<file path="config.mk">
export PLATFORM = sky130hd
export DESIGN_NAME = cond_status_move_unit
export DESIGN_NICKNAME = d
export VERILOG_FILES = /design/src/cond_status_pkg.sv /design/src/ahb_reg_slave.sv /design/src/cond_status_move_unit.sv /design/src/insn_decode.sv
export SDC_FILE = /design/constraint.sdc
export NUM_CORES = 1
export LEC_CHECK = 0
export BUFFER_PORTS_ARGS = -buffer_cell sky130_fd_sc_hd__buf_2
export CORE_AREA = 5 5 173 175
export CTS_CLUSTER_DIAMETER = 40
export CTS_CLUSTER_SIZE = 16
export DETAILED_ROUTE_END_ITERATION = 8
export DIE_AREA = 0 0 178 180
export HOLD_SLACK_MARGIN = 0.12
export PLACE_DENSITY = 0.87
export REMOVE_ABC_BUFFERS = 1
export SLEW_MARGIN = 10
export SYNTH_ARGS = -nofsm -noshare
export SYNTH_HDL_FRONTEND = slang
export SYNTH_HIERARCHICAL = 1
export SYNTH_SLANG_ARGS = --single-unit
</file>
<file path="constraint.sdc">
create_clock -name ref_clk -period 9.14 [get_ports ref_clk]
set_input_delay 0.914 -clock ref_clk [delete_from_list [all_inputs] [get_ports ref_clk]]
set_output_delay 0.914 -clock ref_clk [all_outputs]
set_load 0.02 [all_outputs]
</file>
<file path="src/cond_status_pkg.sv">
// Purpose: Shared constants for the condition/status move unit
// Assumes: Instruction bit 0 is the word MSB, so field bits a..b sit at [31-a:31-b]
// Notes:   Register offsets are AHB-Lite byte addresses
package cond_status_pkg;

  typedef enum logic [2:0] {
    OP_NONE   = 3'b000,
    OP_CRCOPY = 3'b001,
    OP_FSCOPY = 3'b010,
    OP_XECOPY = 3'b011,
    OP_CRREAD = 3'b100,
    OP_FSREAD = 3'b101,
    OP_MSREAD = 3'b110,
    OP_MASKIN = 3'b111
  } op_e;

  localparam logic [5:0] PRI_CRLOGIC = 6'h13;
  localparam logic [5:0] PRI_FIXED   = 6'h1f;
  localparam logic [5:0] PRI_FLOAT   = 6'h3f;

  localparam logic [9:0] XO_CRCOPY = 10'h000;
  localparam logic [9:0] XO_FSCOPY = 10'h040;
  localparam logic [9:0] XO_XECOPY = 10'h200;
  localparam logic [9:0] XO_CRREAD = 10'h013;
  localparam logic [9:0] XO_FSREAD = 10'h247;
  localparam logic [9:0] XO_MSREAD = 10'h053;
  localparam logic [9:0] XO_MASKIN = 10'h21d;

  localparam int OPC_LSB  = 26;
  localparam int DST_LSB  = 23;
  localparam int SRC_LSB  = 18;
  localparam int TGT_LSB  = 21;
  localparam int RA_LSB   = 16;
  localparam int RB_LSB   = 11;
  localparam int XO_LSB   = 1;
  localparam int REC_POS  = 0;

  localparam logic [7:0] OFS_CR     = 8'h00;
  localparam logic [7:0] OFS_FSTAT  = 8'h04;
  localparam logic [7:0] OFS_XER    = 8'h08;
  localparam logic [7:0] OFS_MSR    = 8'h0c;
  localparam logic [7:0] OFS_CTRL   = 8'h10;
  localparam logic [7:0] OFS_STATUS = 8'h14;

  localparam logic [31:0] RST_CR    = 32'h00000000;
  localparam logic [31:0] RST_FSTAT = 32'h00000000;
  localparam logic [31:0] RST_XER   = 32'h00000000;
  localparam logic [31:0] RST_MSR   = 32'h00000000;
  localparam logic        RST_NEWARCH = 1'b1;

  localparam int CTRL_NEWARCH_POS = 0;
  localparam int STAT_TRAP_POS    = 0;
  localparam int STAT_ILL_POS     = 1;
  localparam int STAT_CNT_LSB     = 16;

  // User-state bit of the machine state word (big-endian bit 17)
  localparam int MSR_PR_POS = 14;
  // Exception flag nibble of the fixed-point exception word, summary overflow at top
  localparam logic [31:0] XER_FLAGS = 32'hf0000000;
  localparam int          XER_SO_POS = 31;
  // Reserved status bit 20 reads as zero when copied
  localparam logic [31:0] FSTAT_RSVD = 32'h00000800;
  localparam logic [31:0] STICKY_F0  = 32'h90000000;
  localparam logic [31:0] STICKY_F1  = 32'h0f000000;
  localparam logic [31:0] STICKY_F2  = 32'h00f00000;
  localparam logic [31:0] STICKY_F3  = 32'h00080000;
  localparam logic [31:0] FPR_UPPER_FILL = 32'hffffffff;

endpackage

</file>
<file path="src/ahb_reg_slave.sv">
// Purpose: AHB-Lite address/data phase tracking for the register window
// Assumes: Single word transfers; zero wait states
// Notes:   Read select is combinational so the parent can register hrdata
`timescale 1ns/1ps
`default_nettype none
module ahb_reg_slave (
  input  wire logic        clk,
  input  wire logic        rst_n,
  input  wire logic        hsel,
  input  wire logic [31:0] haddr,
  input  wire logic [1:0]  htrans,
  input  wire logic        hwrite,
  input  wire logic        hready,
  output logic             rdReq,
  output logic [7:0]       rdAddr,
  output logic             wrEn,
  output logic [7:0]       wrAddr
);
  logic       active;
  logic       wrPend_q;
  logic [7:0] wrAddr_q;

  // NONSEQ and SEQ both have htrans[1] set
  assign active = hsel && htrans[1] && hready;
  assign rdReq  = active && !hwrite;
  assign rdAddr = haddr[7:0];
  assign wrEn   = wrPend_q;
  assign wrAddr = wrAddr_q;

  always_ff @(posedge clk or negedge rst_n) begin
    if (!rst_n) begin
      wrPend_q <= 1'b0;
      wrAddr_q <= 8'h00;
    end else if (hready) begin
      wrPend_q <= active && hwrite;
      wrAddr_q <= haddr[7:0];
    end
  end
endmodule
`default_nettype wire

</file>
<file path="src/cond_status_move_unit.sv">
// Purpose: Executes condition-field and status-register move instructions
// Assumes: Pipeline supplies one instruction word per insnValid pulse with operand data
// Notes:   Results appear one cycle after issue; state words are also on AHB-Lite
//
// Decided for this implementation: the AHB-Lite register port and the address map.
`timescale 1ns/1ps
`default_nettype none
module cond_status_move_unit (
  input  wire logic        ref_clk,
  input  wire logic        arst_n,
  // AHB-Lite register window
  input  wire logic        hsel,
  input  wire logic [31:0] haddr,
  input  wire logic [1:0]  htrans,
  input  wire logic        hwrite,
  input  wire logic [2:0]  hsize,
  input  wire logic [31:0] hwdata,
  input  wire logic        hready,
  output logic [31:0]      hrdata,
  output logic             hreadyout,
  output logic             hresp,
  // Pipeline issue side
  input  wire logic        insnValid,
  input  wire logic [31:0] insnWord,
  input  wire logic [31:0] gprSrcData,
  input  wire logic [31:0] gprMaskData,
  input  wire logic [31:0] gprOldData,
  // Pipeline writeback side
  output logic             gprWrEn,
  output logic [4:0]       gprWrIdx,
  output logic [31:0]      gprWrData,
  output logic             fprWrEn,
  output logic [4:0]       fprWrIdx,
  output logic [63:0]      fprWrData,
  output logic             privTrap,
  output logic             illegalInsn,
  output logic             insnDone
);
  import cond_status_pkg::*;

  function automatic logic [3:0] getField(input logic [31:0] word, input logic [2:0] idx);
    getField = word[(5'd28 - {idx, 2'b00}) +: 4];
  endfunction

  function automatic logic [31:0] putField(input logic [31:0] word, input logic [2:0] idx,
                                           input logic [3:0] nib);
    logic [31:0] res;
    res = word;
    res[(5'd28 - {idx, 2'b00}) +: 4] = nib;
    putField = res;
  endfunction

  function automatic logic [31:0] stickyMask(input logic [2:0] idx);
    case (idx)
      3'h0:    stickyMask = STICKY_F0;
      3'h1:    stickyMask = STICKY_F1;
      3'h2:    stickyMask = STICKY_F2;
      3'h3:    stickyMask = STICKY_F3;
      default: stickyMask = 32'h00000000;
    endcase
  endfunction

  // Reset release through two flops
  logic [1:0] rstSync_q;
  logic       rst_n;

  always_ff @(posedge ref_clk or negedge arst_n) begin
    if (!arst_n) begin
      rstSync_q <= 2'b00;
    end else begin
      rstSync_q <= {rstSync_q[0], 1'b1};
    end
  end
  assign rst_n = rstSync_q[1];

  // Decode
  op_e        op;
  logic [2:0] dstField;
  logic [2:0] srcField;
  logic [4:0] tgtIdx;
  logic [4:0] raIdx;
  logic       recordBit;

  insn_decode u_decode (
    .insnWord  (insnWord),
    .op        (op),
    .dstField  (dstField),
    .srcField  (srcField),
    .tgtIdx    (tgtIdx),
    .raIdx     (raIdx),
    .recordBit (recordBit)
  );

  // Bus slave
  logic       rdReq;
  logic [7:0] rdAddr;
  logic       wrEn;
  logic [7:0] wrAddr;

  ahb_reg_slave u_bus (
    .clk    (ref_clk),
    .rst_n  (rst_n),
    .hsel   (hsel),
    .haddr  (haddr),
    .htrans (htrans),
    .hwrite (hwrite),
    .hready (hready),
    .rdReq  (rdReq),
    .rdAddr (rdAddr),
    .wrEn   (wrEn),
    .wrAddr (wrAddr)
  );

  // Architectural state
  logic [31:0] cr_q;
  logic [31:0] fstat_q;
  logic [31:0] xer_q;
  logic [31:0] msr_q;
  logic        newArch_q;
  logic        lastTrap_q;
  logic        lastIll_q;
  logic [15:0] execCount_q;

  // Execution results
  logic [31:0] cr_d;
  logic [31:0] fstat_d;
  logic [31:0] xer_d;
  logic        gprWr_d;
  logic [4:0]  gprIdx_d;
  logic [31:0] gprData_d;
  logic        fprWr_d;
  logic [63:0] fprData_d;
  logic        trap_d;
  logic        ill_d;
  logic [31:0] fsClean;
  logic [31:0] maskRes;
  logic        userState;

  assign fsClean   = fstat_q & ~FSTAT_RSVD;
  assign maskRes   = (gprSrcData & gprMaskData) | (gprOldData & ~gprMaskData);
  assign userState = msr_q[MSR_PR_POS];

  always_comb begin
    cr_d      = cr_q;
    fstat_d   = fstat_q;
    xer_d     = xer_q;
    gprWr_d   = 1'b0;
    gprIdx_d  = tgtIdx;
    gprData_d = 32'h00000000;
    fprWr_d   = 1'b0;
    fprData_d = 64'h0000000000000000;
    trap_d    = 1'b0;
    ill_d     = 1'b0;
    if (insnValid) begin
      case (op)
        OP_CRCOPY: begin
          // Only the destination nibble moves; exception word untouched
          cr_d = putField(cr_q, dstField, getField(cr_q, srcField));
        end
        OP_FSCOPY: begin
          cr_d    = putField(cr_q, dstField, getField(fsClean, srcField));
          fstat_d = fstat_q & ~stickyMask(srcField);
        end
        OP_XECOPY: begin
          cr_d  = putField(cr_q, dstField, xer_q[31:28]);
          xer_d = xer_q & ~XER_FLAGS;
        end
        OP_CRREAD: begin
          gprWr_d   = 1'b1;
          gprData_d = cr_q;
        end
        OP_FSREAD: begin
          fprWr_d   = 1'b1;
          fprData_d = {FPR_UPPER_FILL, fstat_q};
          if (recordBit) begin
            cr_d = putField(cr_q, 3'h1, fstat_q[31:28]);
          end
        end
        OP_MSREAD: begin
          if (newArch_q && userState) begin
            trap_d = 1'b1;
          end else begin
            gprWr_d   = 1'b1;
            gprData_d = msr_q;
          end
        end
        OP_MASKIN: begin
          gprWr_d   = 1'b1;
          gprIdx_d  = raIdx;
          gprData_d = maskRes;
          if (recordBit) begin
            cr_d = putField(cr_q, 3'h0, {maskRes[31], !maskRes[31] && (|maskRes),
                                         ~(|maskRes), xer_q[XER_SO_POS]});
          end
        end
        default: begin
          ill_d = 1'b1;
        end
      endcase
    end
  end

  // A bus write to a state word other than the status word wins over an instruction result that cycle
  always_ff @(posedge ref_clk or negedge rst_n) begin
    if (!rst_n) begin
      cr_q <= RST_CR;
    end else if (wrEn && wrAddr == OFS_CR) begin
      cr_q <= hwdata;
    end else begin
      cr_q <= cr_d;
    end
  end

  always_ff @(posedge ref_clk or negedge rst_n) begin
    if (!rst_n) begin
      fstat_q <= RST_FSTAT;
    end else if (wrEn && wrAddr == OFS_FSTAT) begin
      fstat_q <= hwdata;
    end else begin
      fstat_q <= fstat_d;
    end
  end

  always_ff @(posedge ref_clk or negedge rst_n) begin
    if (!rst_n) begin
      xer_q <= RST_XER;
    end else if (wrEn && wrAddr == OFS_XER) begin
      xer_q <= hwdata;
    end else begin
      xer_q <= xer_d;
    end
  end

  always_ff @(posedge ref_clk or negedge rst_n) begin
    if (!rst_n) begin
      msr_q <= RST_MSR;
    end else if (wrEn && wrAddr == OFS_MSR) begin
      msr_q <= hwdata;
    end
  end

  always_ff @(posedge ref_clk or negedge rst_n) begin
    if (!rst_n) begin
      newArch_q <= RST_NEWARCH;
    end else if (wrEn && wrAddr == OFS_CTRL) begin
      newArch_q <= hwdata[CTRL_NEWARCH_POS];
    end
  end

  // Status flags follow the last instruction; a bus write clears them unless an instruction issues that cycle
  always_ff @(posedge ref_clk or negedge rst_n) begin
    if (!rst_n) begin
      lastTrap_q  <= 1'b0;
      lastIll_q   <= 1'b0;
      execCount_q <= 16'h0000;
    end else begin
      if (insnValid) begin
        lastTrap_q  <= trap_d;
        lastIll_q   <= ill_d;
        execCount_q <= execCount_q + 16'h0001;
      end else if (wrEn && wrAddr == OFS_STATUS) begin
        lastTrap_q  <= 1'b0;
        lastIll_q   <= 1'b0;
        execCount_q <= 16'h0000;
      end
    end
  end

  // Writeback outputs, one cycle after issue
  always_ff @(posedge ref_clk or negedge rst_n) begin
    if (!rst_n) begin
      gprWrEn     <= 1'b0;
      gprWrIdx    <= 5'h00;
      gprWrData   <= 32'h00000000;
      fprWrEn     <= 1'b0;
      fprWrIdx    <= 5'h00;
      fprWrData   <= 64'h0000000000000000;
      privTrap    <= 1'b0;
      illegalInsn <= 1'b0;
      insnDone    <= 1'b0;
    end else begin
      gprWrEn     <= gprWr_d;
      gprWrIdx    <= gprIdx_d;
      gprWrData   <= gprData_d;
      fprWrEn     <= fprWr_d;
      fprWrIdx    <= tgtIdx;
      fprWrData   <= fprData_d;
      privTrap    <= trap_d;
      illegalInsn <= ill_d;
      insnDone    <= insnValid;
    end
  end

  // Bus read data is sampled in the address phase and stands through the data phase
  logic [31:0] rdMux;

  always_comb begin
    case (rdAddr)
      OFS_CR:     rdMux = cr_q;
      OFS_FSTAT:  rdMux = fstat_q;
      OFS_XER:    rdMux = xer_q;
      OFS_MSR:    rdMux = msr_q;
      OFS_CTRL:   rdMux = {31'h00000000, newArch_q};
      OFS_STATUS: rdMux = {execCount_q, 14'h0000, lastIll_q, lastTrap_q};
      default:    rdMux = 32'h00000000;
    endcase
    // A read right behind a write to the same word lands before that write; forward it
    if (wrEn && wrAddr == rdAddr) begin
      case (rdAddr)
        OFS_CR, OFS_FSTAT, OFS_XER, OFS_MSR: rdMux = hwdata;
        OFS_CTRL:   rdMux = {31'h00000000, hwdata[CTRL_NEWARCH_POS]};
        OFS_STATUS: begin
          // An instruction in the same cycle beats the clear
          if (!insnValid) begin
            rdMux = 32'h00000000;
          end
        end
        default:    ;
      endcase
    end
  end

  always_ff @(posedge ref_clk or negedge rst_n) begin
    if (!rst_n) begin
      hrdata    <= 32'h00000000;
      hreadyout <= 1'b0;
      hresp     <= 1'b0;
    end else begin
      hreadyout <= 1'b1;
      hresp     <= 1'b0;
      if (rdReq) begin
        hrdata <= rdMux;
      end
    end
  end

endmodule
`default_nettype wire

</file>
<file path="src/insn_decode.sv">
// Purpose: Combinational decode of the status-move instruction group
// Assumes: insnWord is stable while insnValid is high
// Notes:   Unknown words decode to OP_NONE
`timescale 1ns/1ps
`default_nettype none
module insn_decode (
  input  wire logic [31:0]     insnWord,
  output cond_status_pkg::op_e op,
  output logic [2:0]           dstField,
  output logic [2:0]           srcField,
  output logic [4:0]           tgtIdx,
  output logic [4:0]           raIdx,
  output logic                 recordBit
);
  import cond_status_pkg::*;

  logic [5:0] primary;
  logic [9:0] extended;

  assign primary   = insnWord[OPC_LSB +: 6];
  assign extended  = insnWord[XO_LSB +: 10];
  assign dstField  = insnWord[DST_LSB +: 3];
  assign srcField  = insnWord[SRC_LSB +: 3];
  assign tgtIdx    = insnWord[TGT_LSB +: 5];
  assign raIdx     = insnWord[RA_LSB +: 5];
  assign recordBit = insnWord[REC_POS];

  always_comb begin
    op = OP_NONE;
    if (primary == PRI_CRLOGIC && extended == XO_CRCOPY) begin
      op = OP_CRCOPY;
    end else if (primary == PRI_FLOAT) begin
      if (extended == XO_FSCOPY) begin
        op = OP_FSCOPY;
      end else if (extended == XO_FSREAD) begin
        op = OP_FSREAD;
      end
    end else if (primary == PRI_FIXED) begin
      case (extended)
        XO_XECOPY: op = OP_XECOPY;
        XO_CRREAD: op = OP_CRREAD;
        XO_MSREAD: op = OP_MSREAD;
        XO_MASKIN: op = OP_MASKIN;
        default:   op = OP_NONE;
      endcase
    end
  end
endmodule
`default_nettype wire

</file>
==> metrics.yaml <==
core_area_um2: 28300
synth_warnings: 6
nNetsFinal: 1949
cts_resized: 0
synth-compound-area-share: 0.163
hold_viol_final: 0
postPlaceCellArea_um2: 16700
drive_gt1_frac: 0.331
vias: 14200
syn-mean-instance-area_um2: 10.1
rows: 62
grt_max_degree: 141
synth_edf_count: 0
chipWidth_um: 178
clock-sinks: 270
cts-root-buf: "clkbuf_16"
period_share: 0.448
hold_class: "input pin to async pin"
maxCapViolCount: 0
status: "completed"
ios: 348
wire_per_inst_um: 26.0
cts_tree: "done"
worstPathMaxFanout: 25
p_leak_nw: 8.16
combPwrFrac: 0.110
crit_type: "input pin to flip-flop"
peakVddDrop_uv: 125
rsz0062_at_grt: "false"
p_int_mw: 2.35
antenna_found_initial: 1
dp_cells: 2084
preCtsSetupSlack_ps: 4580
overflow: 0
setup_ws_ps: 5050
ant_nets: 0
post-route-min-period_ps: 4090
synthSimpleGateAreaFrac: 0.169
track_usage: 0.340
swShare: 0.280
route.final.wire_length_um: 56100
htreeDepth: 2
slew_headroom: 0.170
cp_data_arrival_time_ps: 4550
die-area_um2: 32000
power_mw: 3.26
synth_top_family_by_area: "simple AND/OR/NAND/NOR gates"
async_reset_ff_frac: 1.00
finClkSkew_ps: 23.3
die_h_um: 180
fmax_ghz: 0.244
drc: 0
post-route-cell-area_um2: 18100
yosysUniqueCellTypes: 89
drt_iter0_drc: 2320
place.gp.congestion: 1.02
cts_made_buffers: 40
worst_pin_slew_ps: 1240
endpoint_kind: "flip-flop"
worstSetupStartpointType: "input pin"
post-cts-setup-buffers: 0
finalSetupTns_ps: 0
insertedDiodeCount: 0
r2r.worst_path.cells: 5
grt_pass1_wl_um: 84700
clock_power_share: 0.473
rrSetupSlack_ps: 6020
syn_area_um2: 15300
start_util: 0.541
slew_viol_final: 0
required_ps: 9600
muxShareOfSynthArea: 0.147
rr_endpoint: "msr_q[1]$_DFFE_PN0P_"
ys_ff_latch: 270
power_frac_seq: 0.417
cts_hold_buf: 0
crit_start: "insnWord[6]"
fin_hold_ws_ps: 164
post-route-util: 0.638
setup-violations-final: 0
synthAdderAreaFrac: 0.00327
drt_pass1_iterations: 9
clk_pin_slew_ps: 50
power.density_nw_per_um2: 181
synth_xor_area_frac: 0.0114
switchingPower_mw: 0.912
yosysSeqAreaShare: 0.441
post-dp-hpwl_um: 39500
vias_per_cell: 6.58
portBuffers: 313
cts_buffer_depth: 3
grt_pass1_vias: 14000
yosys_most_used_dff: "dfrtp_1"
reg2reg_from: "u_bus/wrAddr[5]$_DFFE_PN0P_"
postSynthCellCount: 1524
clock_latency_ps: 540
fin_cells: 2157
area_growth_pct: 17.9
cells by family (layout without fill, tap and decap cells):
family / after synthesis / after routing
simple gates: 512 / 512
buf+inv: 187 / 435
compound gates: 350 / 350
flops: 270 / 270
other cells: 2 / 3
xor+xnor: 20 / 20
mux: 179 / 179
fa+ha+maj: 4 / 4
layer usage:
layer	share of wire	vias to the layer above	routed length, um	GRT usage
met5	0.00034	-	19	0
met4	0.029	2	1610	0.0925
met3	0.12	146	6720	0.0773
met2	0.47	1053	26500	0.544
met1	0.38	7010	21300	0.468
li1	-	5978	-	-
synthesized netlist by cell type (19+ instances only):
library cell	instances	area, um2
a22oi_1	24	180
nand3_1	31	155
clkbuf_1	66	248
a21oi_1	47	235
a211oi_1	23	173
mux4_2	23	518
nor2_1	116	435
a31oi_1	24	150
nand2_1	182	683
dfrtp_1	269	6730
buf_2	28	140
o21ai_0	48	240
mux2i_1	39	390
a222oi_1	30	300
mux2_2	97	1090
inv_1	27	101
nor3_1	19	95.1
nor2b_1	26	163
and2_1	38	238
o22ai_1	38	238
buf_4	60	450
layout by cell type (no fill, tap or decap), types with 38 or more instances in the layout:
master / synthesis / layout
mux2_2: 97 / 97
o21ai_0: 48 / 48
a21oi_1: 47 / 46
mux2i_1: 39 / 38
o22ai_1: 38 / 38
nor2_1: 116 / 115
clkbuf_16: 0 / 41
and2_1: 38 / 38
nand2_1: 182 / 182
dfrtp_1: 269 / 268
buf_2: 28 / 313
worst max path at each step:
stage	slack, ps	endpoint
finish	5050	cr_q[22]$_DFFE_PN0P_
global route	4920	cr_q[22]$_DFFE_PN0P_
CTS	5100	cr_q[22]$_DFFE_PN0P_
detailed placement	4580	cr_q[22]$_DFFE_PN0P_
global placement	4700	cr_q[22]$_DFFE_PN0P_
floorplan	1060	cr_q[0]$_DFFE_PN0P_
power by group through the flow:
stage	sequential, mW	clock [mW]	combinational [mW]
2_1_floorplan	1.36	0	0.185
6_report	1.36	1.54	0.361
5_1_grt	1.36	1.61	0.390
3_5_place_dp	1.37	0	0.352
3_3_place_gp	1.37	0	0.340
4_1_cts	1.35	1.55	0.355
registers in the layout, indices dropped and copies added, names as in the netlist, 5 cells and up:
register      cells
gprWrData        32
execCount_q      16
fstat_q          32
u_bus/wrAddr      8
fprWrData        33
cr_q             32
gprWrIdx          5
xer_q            32
hrdata           32
msr_q            32
fprWrIdx          5
cell type report:
class	count	area, um2
inverter	27	101
tap	384	480
clock buffer	50	1110
fill	2249	10300
sequential	270	6760
clock inverter	23	255
multi-input combinational	1068	7610
timing repair buffer	335	1740
critical path, cell delays in order:
cell and delay (ps):
buf_2 90, or3_4 420, nor4b_2 400, a22o_1 210
a22o_1 130, buf_4 320, and3b_1 540, nand2_1 190
nor2_1 360, a31oi_1 220, a2111oi_0 560, a221o_1 190
Power figures use the tool's default switching activity.
